`src/alc_pkg.sv`:
```
// constants shared by the adc link control register bank
package alc_pkg;

	localparam int ADDR_W = 12;
	localparam int DATA_W = 8;

	localparam logic [ADDR_W-1:0] OFS_DITHER_CONTROL    = 12'h09d;
	localparam logic [ADDR_W-1:0] OFS_SAMPLE_MARKER     = 12'h160;
	localparam logic [ADDR_W-1:0] OFS_LINK_ENABLE       = 12'h200;
	localparam logic [ADDR_W-1:0] OFS_LINK_MODE         = 12'h201;
	localparam logic [ADDR_W-1:0] OFS_MULTIFRAME_LENGTH = 12'h202;

	localparam logic [DATA_W-1:0] RST_DITHER_CONTROL    = 8'h00;
	localparam logic [DATA_W-1:0] RST_SAMPLE_MARKER     = 8'h00;
	localparam logic [DATA_W-1:0] RST_LINK_ENABLE       = 8'h01;
	localparam logic [DATA_W-1:0] RST_LINK_MODE         = 8'h00;
	localparam logic [DATA_W-1:0] RST_MULTIFRAME_LENGTH = 8'h1f;

	localparam int BIT_DITHER_ON       = 0;
	localparam int BIT_DITHER_AMP      = 1;
	localparam int BIT_DITHER_ROUNDING = 2;
	localparam int BIT_MARKER_INSERT   = 0;
	localparam int BIT_LINK_ENABLE     = 0;
	localparam int MODE_W              = 6;

	localparam int K_W = 16;
	localparam logic [K_W-1:0] K_BLOCK_SCALE = 16'h0100;
	localparam logic [3:0]     ILA_CONTROL_BITS = 4'h0;

endpackage
```
`src/alc_link_control.sv`:
```
// register bank for dither, sample marker and serial link control
//
// Notes on behaviour
// - dither rounding bit 2: 0 error into snr, 1 into dc and spurs.
// - dither amplitude bit 1: 0 small dither after reset, 1 large.
// - dither enable bit 0 turns dither on; off after reset.
// - marker bit set: timestamp rides in each output sample lsb.
// - wider link sample: marker takes link lsb, converter lsb kept.
// - lane alignment sequence always reports control bits as zero.
// - link enable 0 holds link reset, serializers down, clocks gated; 1 after reset.
// - link enable 0 holds multiframe counter in reset; sysref ignored.
// - six-bit link mode selector in bits 5:0, reset zero.
// - multiframe length register holds frames minus one, reset 0x1f.
// - 64b/66b modes ignore the register; frames are 256*E/F.
`timescale 1ns/10ps
module alc_link_control #(
	parameter int ADC_WIDTH  = 12,
	parameter int LINK_WIDTH = 16
) (
	input  wire logic                         CLK,
	input  wire logic                         RESET,
	input  wire logic [alc_pkg::ADDR_W-1:0]   ADDR,
	input  wire logic [alc_pkg::DATA_W-1:0]   WDATA,
	input  wire logic                         WR,
	input  wire logic                         RD,
	output logic      [alc_pkg::DATA_W-1:0]   RDATA,
	input  wire logic                         MODE_IS_64B66B,
	input  wire logic [7:0]                   MODE_E,
	input  wire logic [7:0]                   MODE_F,
	input  wire logic                         FRAME_TICK,
	input  wire logic                         SYSREF_PULSE,
	input  wire logic                         SAMPLE_VALID,
	input  wire logic [ADC_WIDTH-1:0]         SAMPLE_IN,
	input  wire logic                         TIMESTAMP_IN,
	output logic                              DITHER_ON,
	output logic                              DITHER_AMPLITUDE_SELECT,
	output logic                              DITHER_ROUNDING_SELECT,
	output logic                              MARKER_INSERT_ON,
	output logic                              SERIAL_LINK_ENABLE,
	output logic      [alc_pkg::MODE_W-1:0]   LINK_MODE_SELECTOR,
	output logic      [7:0]                   FRAMES_PER_MULTIFRAME_MINUS_ONE,
	output logic                              LINK_RESET,
	output logic                              SERDES_POWER_DOWN,
	output logic                              LINK_CLOCK_ON,
	output logic      [alc_pkg::K_W-1:0]      K_EFFECTIVE,
	output logic      [alc_pkg::K_W-1:0]      MULTIFRAME_COUNT,
	output logic                              MULTIFRAME_START,
	output logic      [3:0]                   ILA_CONTROL_BITS,
	output logic                              LINK_SAMPLE_VALID,
	output logic      [LINK_WIDTH-1:0]        LINK_SAMPLE
);

	logic [alc_pkg::DATA_W-1:0] dither_reg;
	logic [alc_pkg::DATA_W-1:0] marker_reg;
	logic [alc_pkg::DATA_W-1:0] link_en_reg;
	logic [alc_pkg::DATA_W-1:0] mode_reg;
	logic [alc_pkg::DATA_W-1:0] mf_len_reg;
	logic [alc_pkg::K_W-1:0]    k_eff;
	logic [alc_pkg::K_W-1:0]    mf_count;
	logic                       mf_start;
	logic                       link_reset;
	logic                       link_en;
	logic [alc_pkg::K_W-1:0]    next_k;

	// frames per multiframe for 64b/66b modes; a zero F is treated as one
	function automatic logic [alc_pkg::K_W-1:0] block_k(input logic [7:0] e, input logic [7:0] f);
		logic [alc_pkg::K_W-1:0] num;
		num = alc_pkg::K_BLOCK_SCALE * {8'h00, e};
		if (f == 8'h00) begin
			block_k = num;
		end else begin
			block_k = num / {8'h00, f};
		end
	endfunction

	assign link_en = link_en_reg[alc_pkg::BIT_LINK_ENABLE];

	// register writes
	always_ff @(posedge CLK) begin
		if (RESET) begin
			dither_reg  <= alc_pkg::RST_DITHER_CONTROL;
			marker_reg  <= alc_pkg::RST_SAMPLE_MARKER;
			link_en_reg <= alc_pkg::RST_LINK_ENABLE;
			mode_reg    <= alc_pkg::RST_LINK_MODE;
			mf_len_reg  <= alc_pkg::RST_MULTIFRAME_LENGTH;
		end else if (WR) begin
			if (ADDR == alc_pkg::OFS_DITHER_CONTROL) begin
				dither_reg <= WDATA;
			end else if (ADDR == alc_pkg::OFS_SAMPLE_MARKER) begin
				marker_reg <= WDATA;
			end else if (ADDR == alc_pkg::OFS_LINK_ENABLE) begin
				link_en_reg <= WDATA;
			end else if (ADDR == alc_pkg::OFS_LINK_MODE) begin
				mode_reg <= WDATA;
			end else if (ADDR == alc_pkg::OFS_MULTIFRAME_LENGTH) begin
				mf_len_reg <= WDATA;
			end
		end
	end

	// read data stands in the cycle after the strobe only; unmapped reads give zero
	always_ff @(posedge CLK) begin
		if (RESET) begin
			RDATA <= '0;
		end else if (RD) begin
			if (ADDR == alc_pkg::OFS_DITHER_CONTROL) begin
				RDATA <= dither_reg;
			end else if (ADDR == alc_pkg::OFS_SAMPLE_MARKER) begin
				RDATA <= marker_reg;
			end else if (ADDR == alc_pkg::OFS_LINK_ENABLE) begin
				RDATA <= link_en_reg;
			end else if (ADDR == alc_pkg::OFS_LINK_MODE) begin
				RDATA <= mode_reg;
			end else if (ADDR == alc_pkg::OFS_MULTIFRAME_LENGTH) begin
				RDATA <= mf_len_reg;
			end else begin
				RDATA <= '0;
			end
		end else begin
			RDATA <= '0;
		end
	end

	// converter controls
	always_ff @(posedge CLK) begin
		if (RESET) begin
			DITHER_ON               <= 1'b0;
			DITHER_AMPLITUDE_SELECT <= 1'b0;
			DITHER_ROUNDING_SELECT  <= 1'b0;
			MARKER_INSERT_ON        <= 1'b0;
			LINK_MODE_SELECTOR      <= '0;
			FRAMES_PER_MULTIFRAME_MINUS_ONE <= alc_pkg::RST_MULTIFRAME_LENGTH;
		end else begin
			DITHER_ON               <= dither_reg[alc_pkg::BIT_DITHER_ON];
			DITHER_AMPLITUDE_SELECT <= dither_reg[alc_pkg::BIT_DITHER_AMP];
			DITHER_ROUNDING_SELECT  <= dither_reg[alc_pkg::BIT_DITHER_ROUNDING];
			MARKER_INSERT_ON        <= marker_reg[alc_pkg::BIT_MARKER_INSERT];
			LINK_MODE_SELECTOR      <= mode_reg[alc_pkg::MODE_W-1:0];
			FRAMES_PER_MULTIFRAME_MINUS_ONE <= mf_len_reg;
		end
	end

	// link power and reset; the link is held while the device is in reset
	always_ff @(posedge CLK) begin
		if (RESET) begin
			SERIAL_LINK_ENABLE <= 1'b0;
			link_reset         <= 1'b1;
			SERDES_POWER_DOWN  <= 1'b1;
			LINK_CLOCK_ON      <= 1'b0;
		end else begin
			SERIAL_LINK_ENABLE <= link_en;
			link_reset         <= ~link_en;
			SERDES_POWER_DOWN  <= ~link_en;
			LINK_CLOCK_ON      <= link_en;
		end
	end

	assign LINK_RESET = link_reset;

	// effective frames per multiframe
	always_comb begin
		if (MODE_IS_64B66B) begin
			next_k = block_k(MODE_E, MODE_F);
		end else begin
			next_k = {8'h00, mf_len_reg} + 16'h0001;
		end
	end

	always_ff @(posedge CLK) begin
		if (RESET) begin
			k_eff <= {8'h00, alc_pkg::RST_MULTIFRAME_LENGTH} + 16'h0001;
		end else begin
			k_eff <= next_k;
		end
	end

	// multiframe counter: held at zero and deaf to sysref while the link is off
	always_ff @(posedge CLK) begin
		if (RESET || !link_en) begin
			mf_count <= '0;
			mf_start <= 1'b0;
		end else if (SYSREF_PULSE) begin
			mf_count <= '0;
			mf_start <= 1'b1;
		end else if (FRAME_TICK) begin
			if (mf_count + 16'h0001 >= k_eff) begin
				mf_count <= '0;
				mf_start <= 1'b1;
			end else begin
				mf_count <= mf_count + 16'h0001;
				mf_start <= 1'b0;
			end
		end else begin
			mf_start <= 1'b0;
		end
	end

	assign K_EFFECTIVE      = k_eff;
	assign MULTIFRAME_COUNT = mf_count;
	assign MULTIFRAME_START = mf_start;

	// the marker bit is never advertised during lane alignment
	always_ff @(posedge CLK) begin
		ILA_CONTROL_BITS <= alc_pkg::ILA_CONTROL_BITS;
	end

	alc_marker_insert #(
		.ADC_WIDTH  (ADC_WIDTH),
		.LINK_WIDTH (LINK_WIDTH)
	) u_marker (
		.clk          (CLK),
		.reset        (RESET || link_reset),
		.marker_on    (MARKER_INSERT_ON),
		.sample_valid (SAMPLE_VALID),
		.sample_in    (SAMPLE_IN),
		.timestamp    (TIMESTAMP_IN),
		.out_valid    (LINK_SAMPLE_VALID),
		.out_sample   (LINK_SAMPLE)
	);

	property p_rounding_follows;
		@(posedge CLK) disable iff (RESET)
		(WR && ADDR == alc_pkg::OFS_DITHER_CONTROL) |=> ##1 (DITHER_ROUNDING_SELECT == $past(WDATA[2], 2));
	endproperty
	a_rounding_follows: assert property (p_rounding_follows) else $error("rounding select wrong");

	property p_amp_reset;
		@(posedge CLK) RESET |=> ##1 (!DITHER_AMPLITUDE_SELECT && !DITHER_ON);
	endproperty
	a_amp_reset: assert property (p_amp_reset) else $error("dither not small and off after reset");

	property p_dither_on_follows;
		@(posedge CLK) disable iff (RESET)
		(WR && ADDR == alc_pkg::OFS_DITHER_CONTROL) |=> ##1 (DITHER_ON == $past(WDATA[0], 2));
	endproperty
	a_dither_on_follows: assert property (p_dither_on_follows) else $error("dither enable wrong");

	property p_cs_zero;
		@(posedge CLK) disable iff (RESET) ##1 ILA_CONTROL_BITS == 4'h0;
	endproperty
	a_cs_zero: assert property (p_cs_zero) else $error("control bits advertised");

	property p_link_off;
		@(posedge CLK) disable iff (RESET)
		!link_en |=> (LINK_RESET && SERDES_POWER_DOWN && !LINK_CLOCK_ON);
	endproperty
	a_link_off: assert property (p_link_off) else $error("link not held off");

	property p_link_default_on;
		@(posedge CLK) RESET ##1 !RESET |=> (SERIAL_LINK_ENABLE && !LINK_RESET);
	endproperty
	a_link_default_on: assert property (p_link_default_on) else $error("link not enabled after reset");

	property p_counter_held;
		@(posedge CLK) disable iff (RESET)
		(!link_en && SYSREF_PULSE) |=> (mf_count == '0 && !mf_start);
	endproperty
	a_counter_held: assert property (p_counter_held) else $error("sysref moved held counter");

	property p_mode_reset;
		@(posedge CLK) RESET |=> (mode_reg == 8'h00 && mf_len_reg == 8'h1f);
	endproperty
	a_mode_reset: assert property (p_mode_reset) else $error("mode or length reset value wrong");

	property p_k_block;
		@(posedge CLK) disable iff (RESET)
		(MODE_IS_64B66B && MODE_F != 8'h00 && $stable(MODE_E) && $stable(MODE_F))
			|=> (K_EFFECTIVE == 16'((16'h0100 * $past(MODE_E)) / $past(MODE_F)));
	endproperty
	a_k_block: assert property (p_k_block) else $error("block mode k wrong");

	property p_k_frame;
		@(posedge CLK) disable iff (RESET)
		(!MODE_IS_64B66B && !WR) |=> (K_EFFECTIVE == {8'h00, mf_len_reg} + 16'h0001);
	endproperty
	a_k_frame: assert property (p_k_frame) else $error("frame mode k wrong");

	property p_readback;
		@(posedge CLK) disable iff (RESET)
		(WR && ADDR == alc_pkg::OFS_MULTIFRAME_LENGTH) ##1 (RD && ADDR == alc_pkg::OFS_MULTIFRAME_LENGTH)
			|=> (RDATA == $past(WDATA, 2));
	endproperty
	a_readback: assert property (p_readback) else $error("readback mismatch");

	// read data must not linger past its one cycle
	property p_rdata_idle;
		@(posedge CLK) disable iff (RESET)
		!RD |=> (RDATA == '0);
	endproperty
	a_rdata_idle: assert property (p_rdata_idle) else $error("read data outside its cycle");

	c_link_disable: cover property (@(posedge CLK) disable iff (RESET) $fell(SERIAL_LINK_ENABLE));
	c_mf_wrap: cover property (@(posedge CLK) disable iff (RESET) FRAME_TICK && mf_start);
	c_sysref_align: cover property (@(posedge CLK) disable iff (RESET) link_en && SYSREF_PULSE);
	c_block_mode: cover property (@(posedge CLK) disable iff (RESET) MODE_IS_64B66B && link_en);

endmodule

```
`src/alc_marker_insert.sv`:
```
// places the timestamp marker in the lsb of each outgoing link sample
`timescale 1ns/10ps
module alc_marker_insert #(
	parameter int ADC_WIDTH  = 12,
	parameter int LINK_WIDTH = 16
) (
	input  wire logic                  clk,
	input  wire logic                  reset,
	input  wire logic                  marker_on,
	input  wire logic                  sample_valid,
	input  wire logic [ADC_WIDTH-1:0]  sample_in,
	input  wire logic                  timestamp,
	output logic                       out_valid,
	output logic      [LINK_WIDTH-1:0] out_sample
);

	logic [LINK_WIDTH-1:0] next_sample;

	always_comb begin
		next_sample = '0;
		next_sample[LINK_WIDTH-1 -: ADC_WIDTH] = sample_in;
		if (marker_on) begin
			next_sample[0] = timestamp;
		end
	end

	always_ff @(posedge clk) begin
		if (reset) begin
			out_valid  <= 1'b0;
			out_sample <= '0;
		end else begin
			out_valid <= sample_valid;
			if (sample_valid) begin
				out_sample <= next_sample;
			end
		end
	end

	property p_marker_lsb;
		@(posedge clk) disable iff (reset)
		(marker_on && sample_valid) |=> (out_sample[0] == $past(timestamp) && out_valid);
	endproperty
	a_marker_lsb: assert property (p_marker_lsb) else $error("marker not in sample lsb");

	property p_adc_bits_kept;
		@(posedge clk) disable iff (reset)
		sample_valid |=> out_sample[LINK_WIDTH-1 -: ADC_WIDTH] ==
			(LINK_WIDTH > ADC_WIDTH ? $past(sample_in)
			: {$past(sample_in[ADC_WIDTH-1:1]), (marker_on ? out_sample[0] : $past(sample_in[0]))});
	endproperty
	a_adc_bits_kept: assert property (p_adc_bits_kept) else $error("converter bits altered");

	c_marker_sample: cover property (@(posedge clk) disable iff (reset) marker_on && sample_valid && timestamp);

endmodule

```
`config.mk`:
```
export PLATFORM = sky130hd
export DESIGN_NAME = alc_link_control
export DESIGN_NICKNAME = d
export VERILOG_FILES = /design/src/alc_pkg.sv /design/src/alc_link_control.sv /design/src/alc_marker_insert.sv
export SDC_FILE = /design/constraint.sdc
export NUM_CORES = 1
export LEC_CHECK = 0
export BUFFER_PORTS_ARGS = -buffer_cell sky130_fd_sc_hd__buf_2
export CAP_MARGIN = 10
export CORE_MARGIN = 2
export CORE_UTILIZATION = 60
export CTS_CLUSTER_SIZE = 16
export DETAILED_ROUTE_END_ITERATION = 8
export PLACE_DENSITY = 0.82
export SYNTH_ARGS = -nofsm -noshare
export SYNTH_HDL_FRONTEND = slang
export SYNTH_HIERARCHICAL = 1
export SYNTH_SLANG_ARGS = --single-unit
```
`constraint.sdc`:
```
create_clock -name CLK -period 80.2 [get_ports CLK]
set_input_delay 4.01 -clock CLK [delete_from_list [all_inputs] [get_ports CLK]]
set_output_delay 4.01 -clock CLK [all_outputs]
set_load 0.03 [all_outputs]
```
# Word-level counts from Yosys, hierarchy flattened
# Cells that the tools add are included.
dict set report totals {
  regBits 115
  wordCells 57
}
dict set report op_classes {
  n_addsub 2
  div 1
  bitwise_logic 6
  reduce_logical 11
  n_eq_ne 5
  mux 12
  magnitude_cmp 1
}
# cell count
set op_table {}
lappend op_table {{$mux 16} 3}
lappend op_table {{$mux 8} 5}
lappend op_table {{$eq 12x10->1 const B} 3}
lappend op_table {{$add 16x1->16 const B} 1}
lappend op_table {{$div 16x8->16} 1}
lappend op_table {{$ge 16x16->1} 1}
lappend op_table {{$eq 12x8->1 const B} 1}
lappend op_table {{$eq 12x9->1 const B} 1}
lappend op_table {{$add 8x1->9 const B} 1}
lappend op_table {{$logic_not 8->1} 1}
lappend op_table {{$not 1->1} 6}
lappend op_table {{$reduce_and 6->1} 1}
lappend op_table {{$reduce_and 5->1} 1}
lappend op_table {{$mux 1} 4}
lappend op_table {{$reduce_and 4->1} 1}
lappend op_table {{$reduce_or 2->1} 2}
lappend op_table {{$reduce_and 3->1} 1}
lappend op_table {{$logic_or 1x1->1} 2}
lappend op_table {{$reduce_and 2->1} 1}
lappend op_table {{$logic_not 1->1} 1}

# Logic depth before layout (Yosys ltp)
dict set report logic_depth {
  ltp_word 6
  ltp_mapped 143
}

# Modules after synthesis
# The synthesis kept the hierarchy.
# mod seq_area_each_um2 area_per_inst_um2 instances cells_per_inst
set by_module_without_submodules {}
lappend by_module_without_submodules {alc_link_control 2021.9 10715.3 1 1384}
lappend by_module_without_submodules {alc_marker_insert 280.3 539.3 1 49}

# Least setup slack after synthesis
# No wires, ideal clock.
dict set report synth_timing {
  path_type {input-to-reg}
  start {input MODE_F[0]}
  end {register k_eff (netlist bit K_EFFECTIVE[0])}
  t_required_ns 80.073
  t_arrival_ns 31.657
  path_slack_ns 48.416
  path_stages 133
  path_cell_list {clkbuf_1 > inv_1 > clkbuf_1 > ha_1 > a21oi_1 > ha_1 > or3_1 > a311oi_1 > a211oi_1 > ha_1 > o211ai_1 > a2111oi_4 > a2111oi_1 > or2_2 > ha_1 > inv_1 > a211o_1 > nand2_1 > (+97 left out) > o21ai_0 > nand2b_1 > a21oi_1 > inv_1 > nor2_1 > nand4_2 > or2_1 > buf_6 > mux2_1 > ha_1 > a21oi_1 > nor2b_1 > o21ai_0 > o211ai_1 > a21oi_1 > o221ai_1 > a221oi_1 > a31oi_1}
}
dict set report synth_between {
  elab_chain_cells 3
}
# element line
set synth_lines {}
lappend synth_lines {{from (decl)} alc_link_control.sv:29} ;# input wire logic [7:0] MODE_F,
lappend synth_lines {{$div 16x8->16 / $logic_not 8->1 (equally long branches)} {alc_link_control.sv:72, alc_link_control.sv:69}}
lappend synth_lines {{$mux 16 (*)} alc_link_control.sv:69} ;# if (f == 8'h00) begin
lappend synth_lines {{$mux 16 (*)} alc_link_control.sv:162} ;# if (MODE_IS_64B66B) begin
lappend synth_lines {{to (signal assigned)} alc_link_control.sv:171} ;# k_eff <= {8'h00, alc_pkg::RST_MULTIFRAME_LENGTH} + 16'h0001;
lappend synth_lines {{to (signal assigned)} alc_link_control.sv:173} ;# k_eff <= next_k;
lappend synth_lines {{to (decl)} alc_link_control.sv:58} ;# logic [alc_pkg::K_W-1:0] k_eff;
# Mark *: on every way between the ends. The rest lies on a longest branch, timed or not.
# A chain may end at the register's enable or synchronous reset.

# Worst setup path after layout
# Ends and elaborated chain as after synthesis.

==> impl_metrics.ini <==
[cts]
cts_tree = yes
cts_inserted_buffers = 17
post_cts.resized_instances = 0
root_buffer = clkbuf_16
ctsHoldBuffers = 0
cts_buffer_depth = 2
cts_sinks = 115
cts_setup_buffers = 0
htreeDepth = 4
clk_pin_slew_worst_paths_ns = 0.06
clock_latency_ns = 0.41

[run]
cap_violations = 0

[sta]
worstMarginPinSlew_ns = 0.9302
final_hold_viol_count = 0
rsz0062_at_grt = no
max_freq_mhz = 27.30
slew_headroom_pct = 37.57
fin_tns_setup_ns = 0
drv_slew = 0
post-route-min-period_ns = 36.63
fin_skew_ns = 0.005881
setup_viol = 0
min_period_over_period_pct = 45.68

[synthesis]
synthCells = 1433
yosys.area.top_type_share_pct = 20.46
yosys_warnings = 6
synthTopCellsByCount = 156 x nor2_1, 115 x dfxtp_1, 111 x ha_1
syn_area_per_cell_sq_um = 7.854
ys_ff_latch = 115
synth-async-reset-ratio_pct = 0
yosysSeqAreaShare_pct = 20.46
synth_edf_count = 0
synth_area_sq_um = 11250
synth.most_common_cell = nor2_1
yosys.area.top_type = dfxtp_1
ys_types = 97
synthFlopType = dfxtp_1
synth_area_leaders = dfxtp_1 20%, ha_1 12%, mux2i_1 5.2%, nor2_1 5.2%, a21oi_1 4.4%

[critical_path]
startpoint = MODE_F[0]
crit_type = input pin to flop
cp-end-kind = flop
r2r_start = MULTIFRAME_COUNT[0]
max_stage_delay_ns = 0.84
cp-start-kind = input pin
worstPathMaxFanout = 24
cp_slowest_cell = nand4_1
arrival_ns = 36.93
crit_required_ns = 80.49

[drt]
remaining_drc_errors = 0
detail-route-antenna-nets = 0
viasPerCell = 6.326
vias = 11240
initialDrtViolationCount = 900
drtPass1Iterations = 5
routedWlPerCell_microns = 17.73
wl_microns = 31520

[floorplan]
die_x_microns = 141.0
num_io_pins = 141
core-area_sq_um = 18580
die_h_microns = 141.0
rows = 50
start_util_pct = 60.57
die-area_sq_um = 19870

[place]
gp_congestion = 0.9838
dpl-instance-area_sq_um = 11910
portBuffers = 133
hpwl_microns = 23470

[cells_and_area]
drive_gt1_share_pct = 15.04
nets = 1699
area_delta_synth_final_pct = 11.31
finish.instance_area_sq_um = 12530
antenna_cells = 0

[hold_path]
min_from = dither_reg[4]
min_path_type = flop to flop

[global_route]
track_usage_pct = 31.30
antenna_found_initial = 0
grt_overflow = 0
grt_pass1_vias = 10620
grt_pass1_wl_microns = 51410
grt_start_max_net_pins = 62

[run_status]
status = finished clean
[layout by cell type (no fill, tap or decap), types with 10 or more instances in the layout]
master,n
a21o_1,53
a21oi_1,98
a22oi_1,12
a31oi_1,18
and3_1,23
buf_2,133
clkbuf_16,17
dfxtp_1,115
ha_1,111
inv_1,52
mux2_2,21
mux2i_1,59
nand2_1,100
nand2b_1,29
nand3_1,37
nand3b_1,12
nor2_1,156
nor2b_1,32
nor3_1,31
o211ai_1,10
o21a_1,34
o21ai_0,83
o31ai_1,11
or2_2,12
or3_1,16
xnor2_1,34
xor2_1,35
[logic make-up after synthesis]
kind of cell    share of synthesized area [%]
flops                                   20.46
compound gates                          25.67
simple gates                            22.19
other cells                           0.06673
buf+inv                                 4.892
fa+ha+maj                               12.52
xor+xnor                                5.370
mux                                     8.838
[per-stage QoR]
step	util, %	std cells	setup WS (ns)	hold slack [ns]
CTS	67.42	1777	44.15	0.4536
global placement	64.08	1745	44.94	0.4419
detailed placement	64.08	1745	43.83	0.4457
floorplan	-	1438	48.42	0.4224
global route	67.42	1777	40.82	0.4724
finish	67.42	1777	43.57	0.4577
[critical path, delay by kind of cell]
family	cells	cell delay, ns
AO/OA/AOI/OAI	72	17.65
adder cells (fa/ha/maj)	16	5.35
buffers and inverters	4	1.08
multiplexers	8	2.67
AND/OR/NAND/NOR	25	6.17
[area by class of cell]
cell class	instances	area [sq um]
clock buffers	17	425.4
clock inverters	15	195.2
fillers	1562	6053
inverters	52	195.2
multi-input cells	1207	8421
flip-flops and latches	115	2302
well taps	234	292.8
repair buffers	137	695.7
[path summary, 6_finish.rpt]
kind                                       endpoint  cells after the start  slack, ns
worst max-delay path                 K_EFFECTIVE[0]                    125      43.57
worst min-delay path                       RDATA[4]                      2       0.46
worst max register to register  MULTIFRAME_COUNT[6]                     20      75.26
worst min register to register             RDATA[4]                      2       0.46
[metal layers]
metal,GRT usage [%],routed length (microns)
met4,11.79,884
met5,0,0
met3,4.891,2347
met1,39.56,13380
met2,53.89,14900
Power is not shown: default switching activity piles up to over one toggle a cycle in this logic, so the estimate is an artifact.
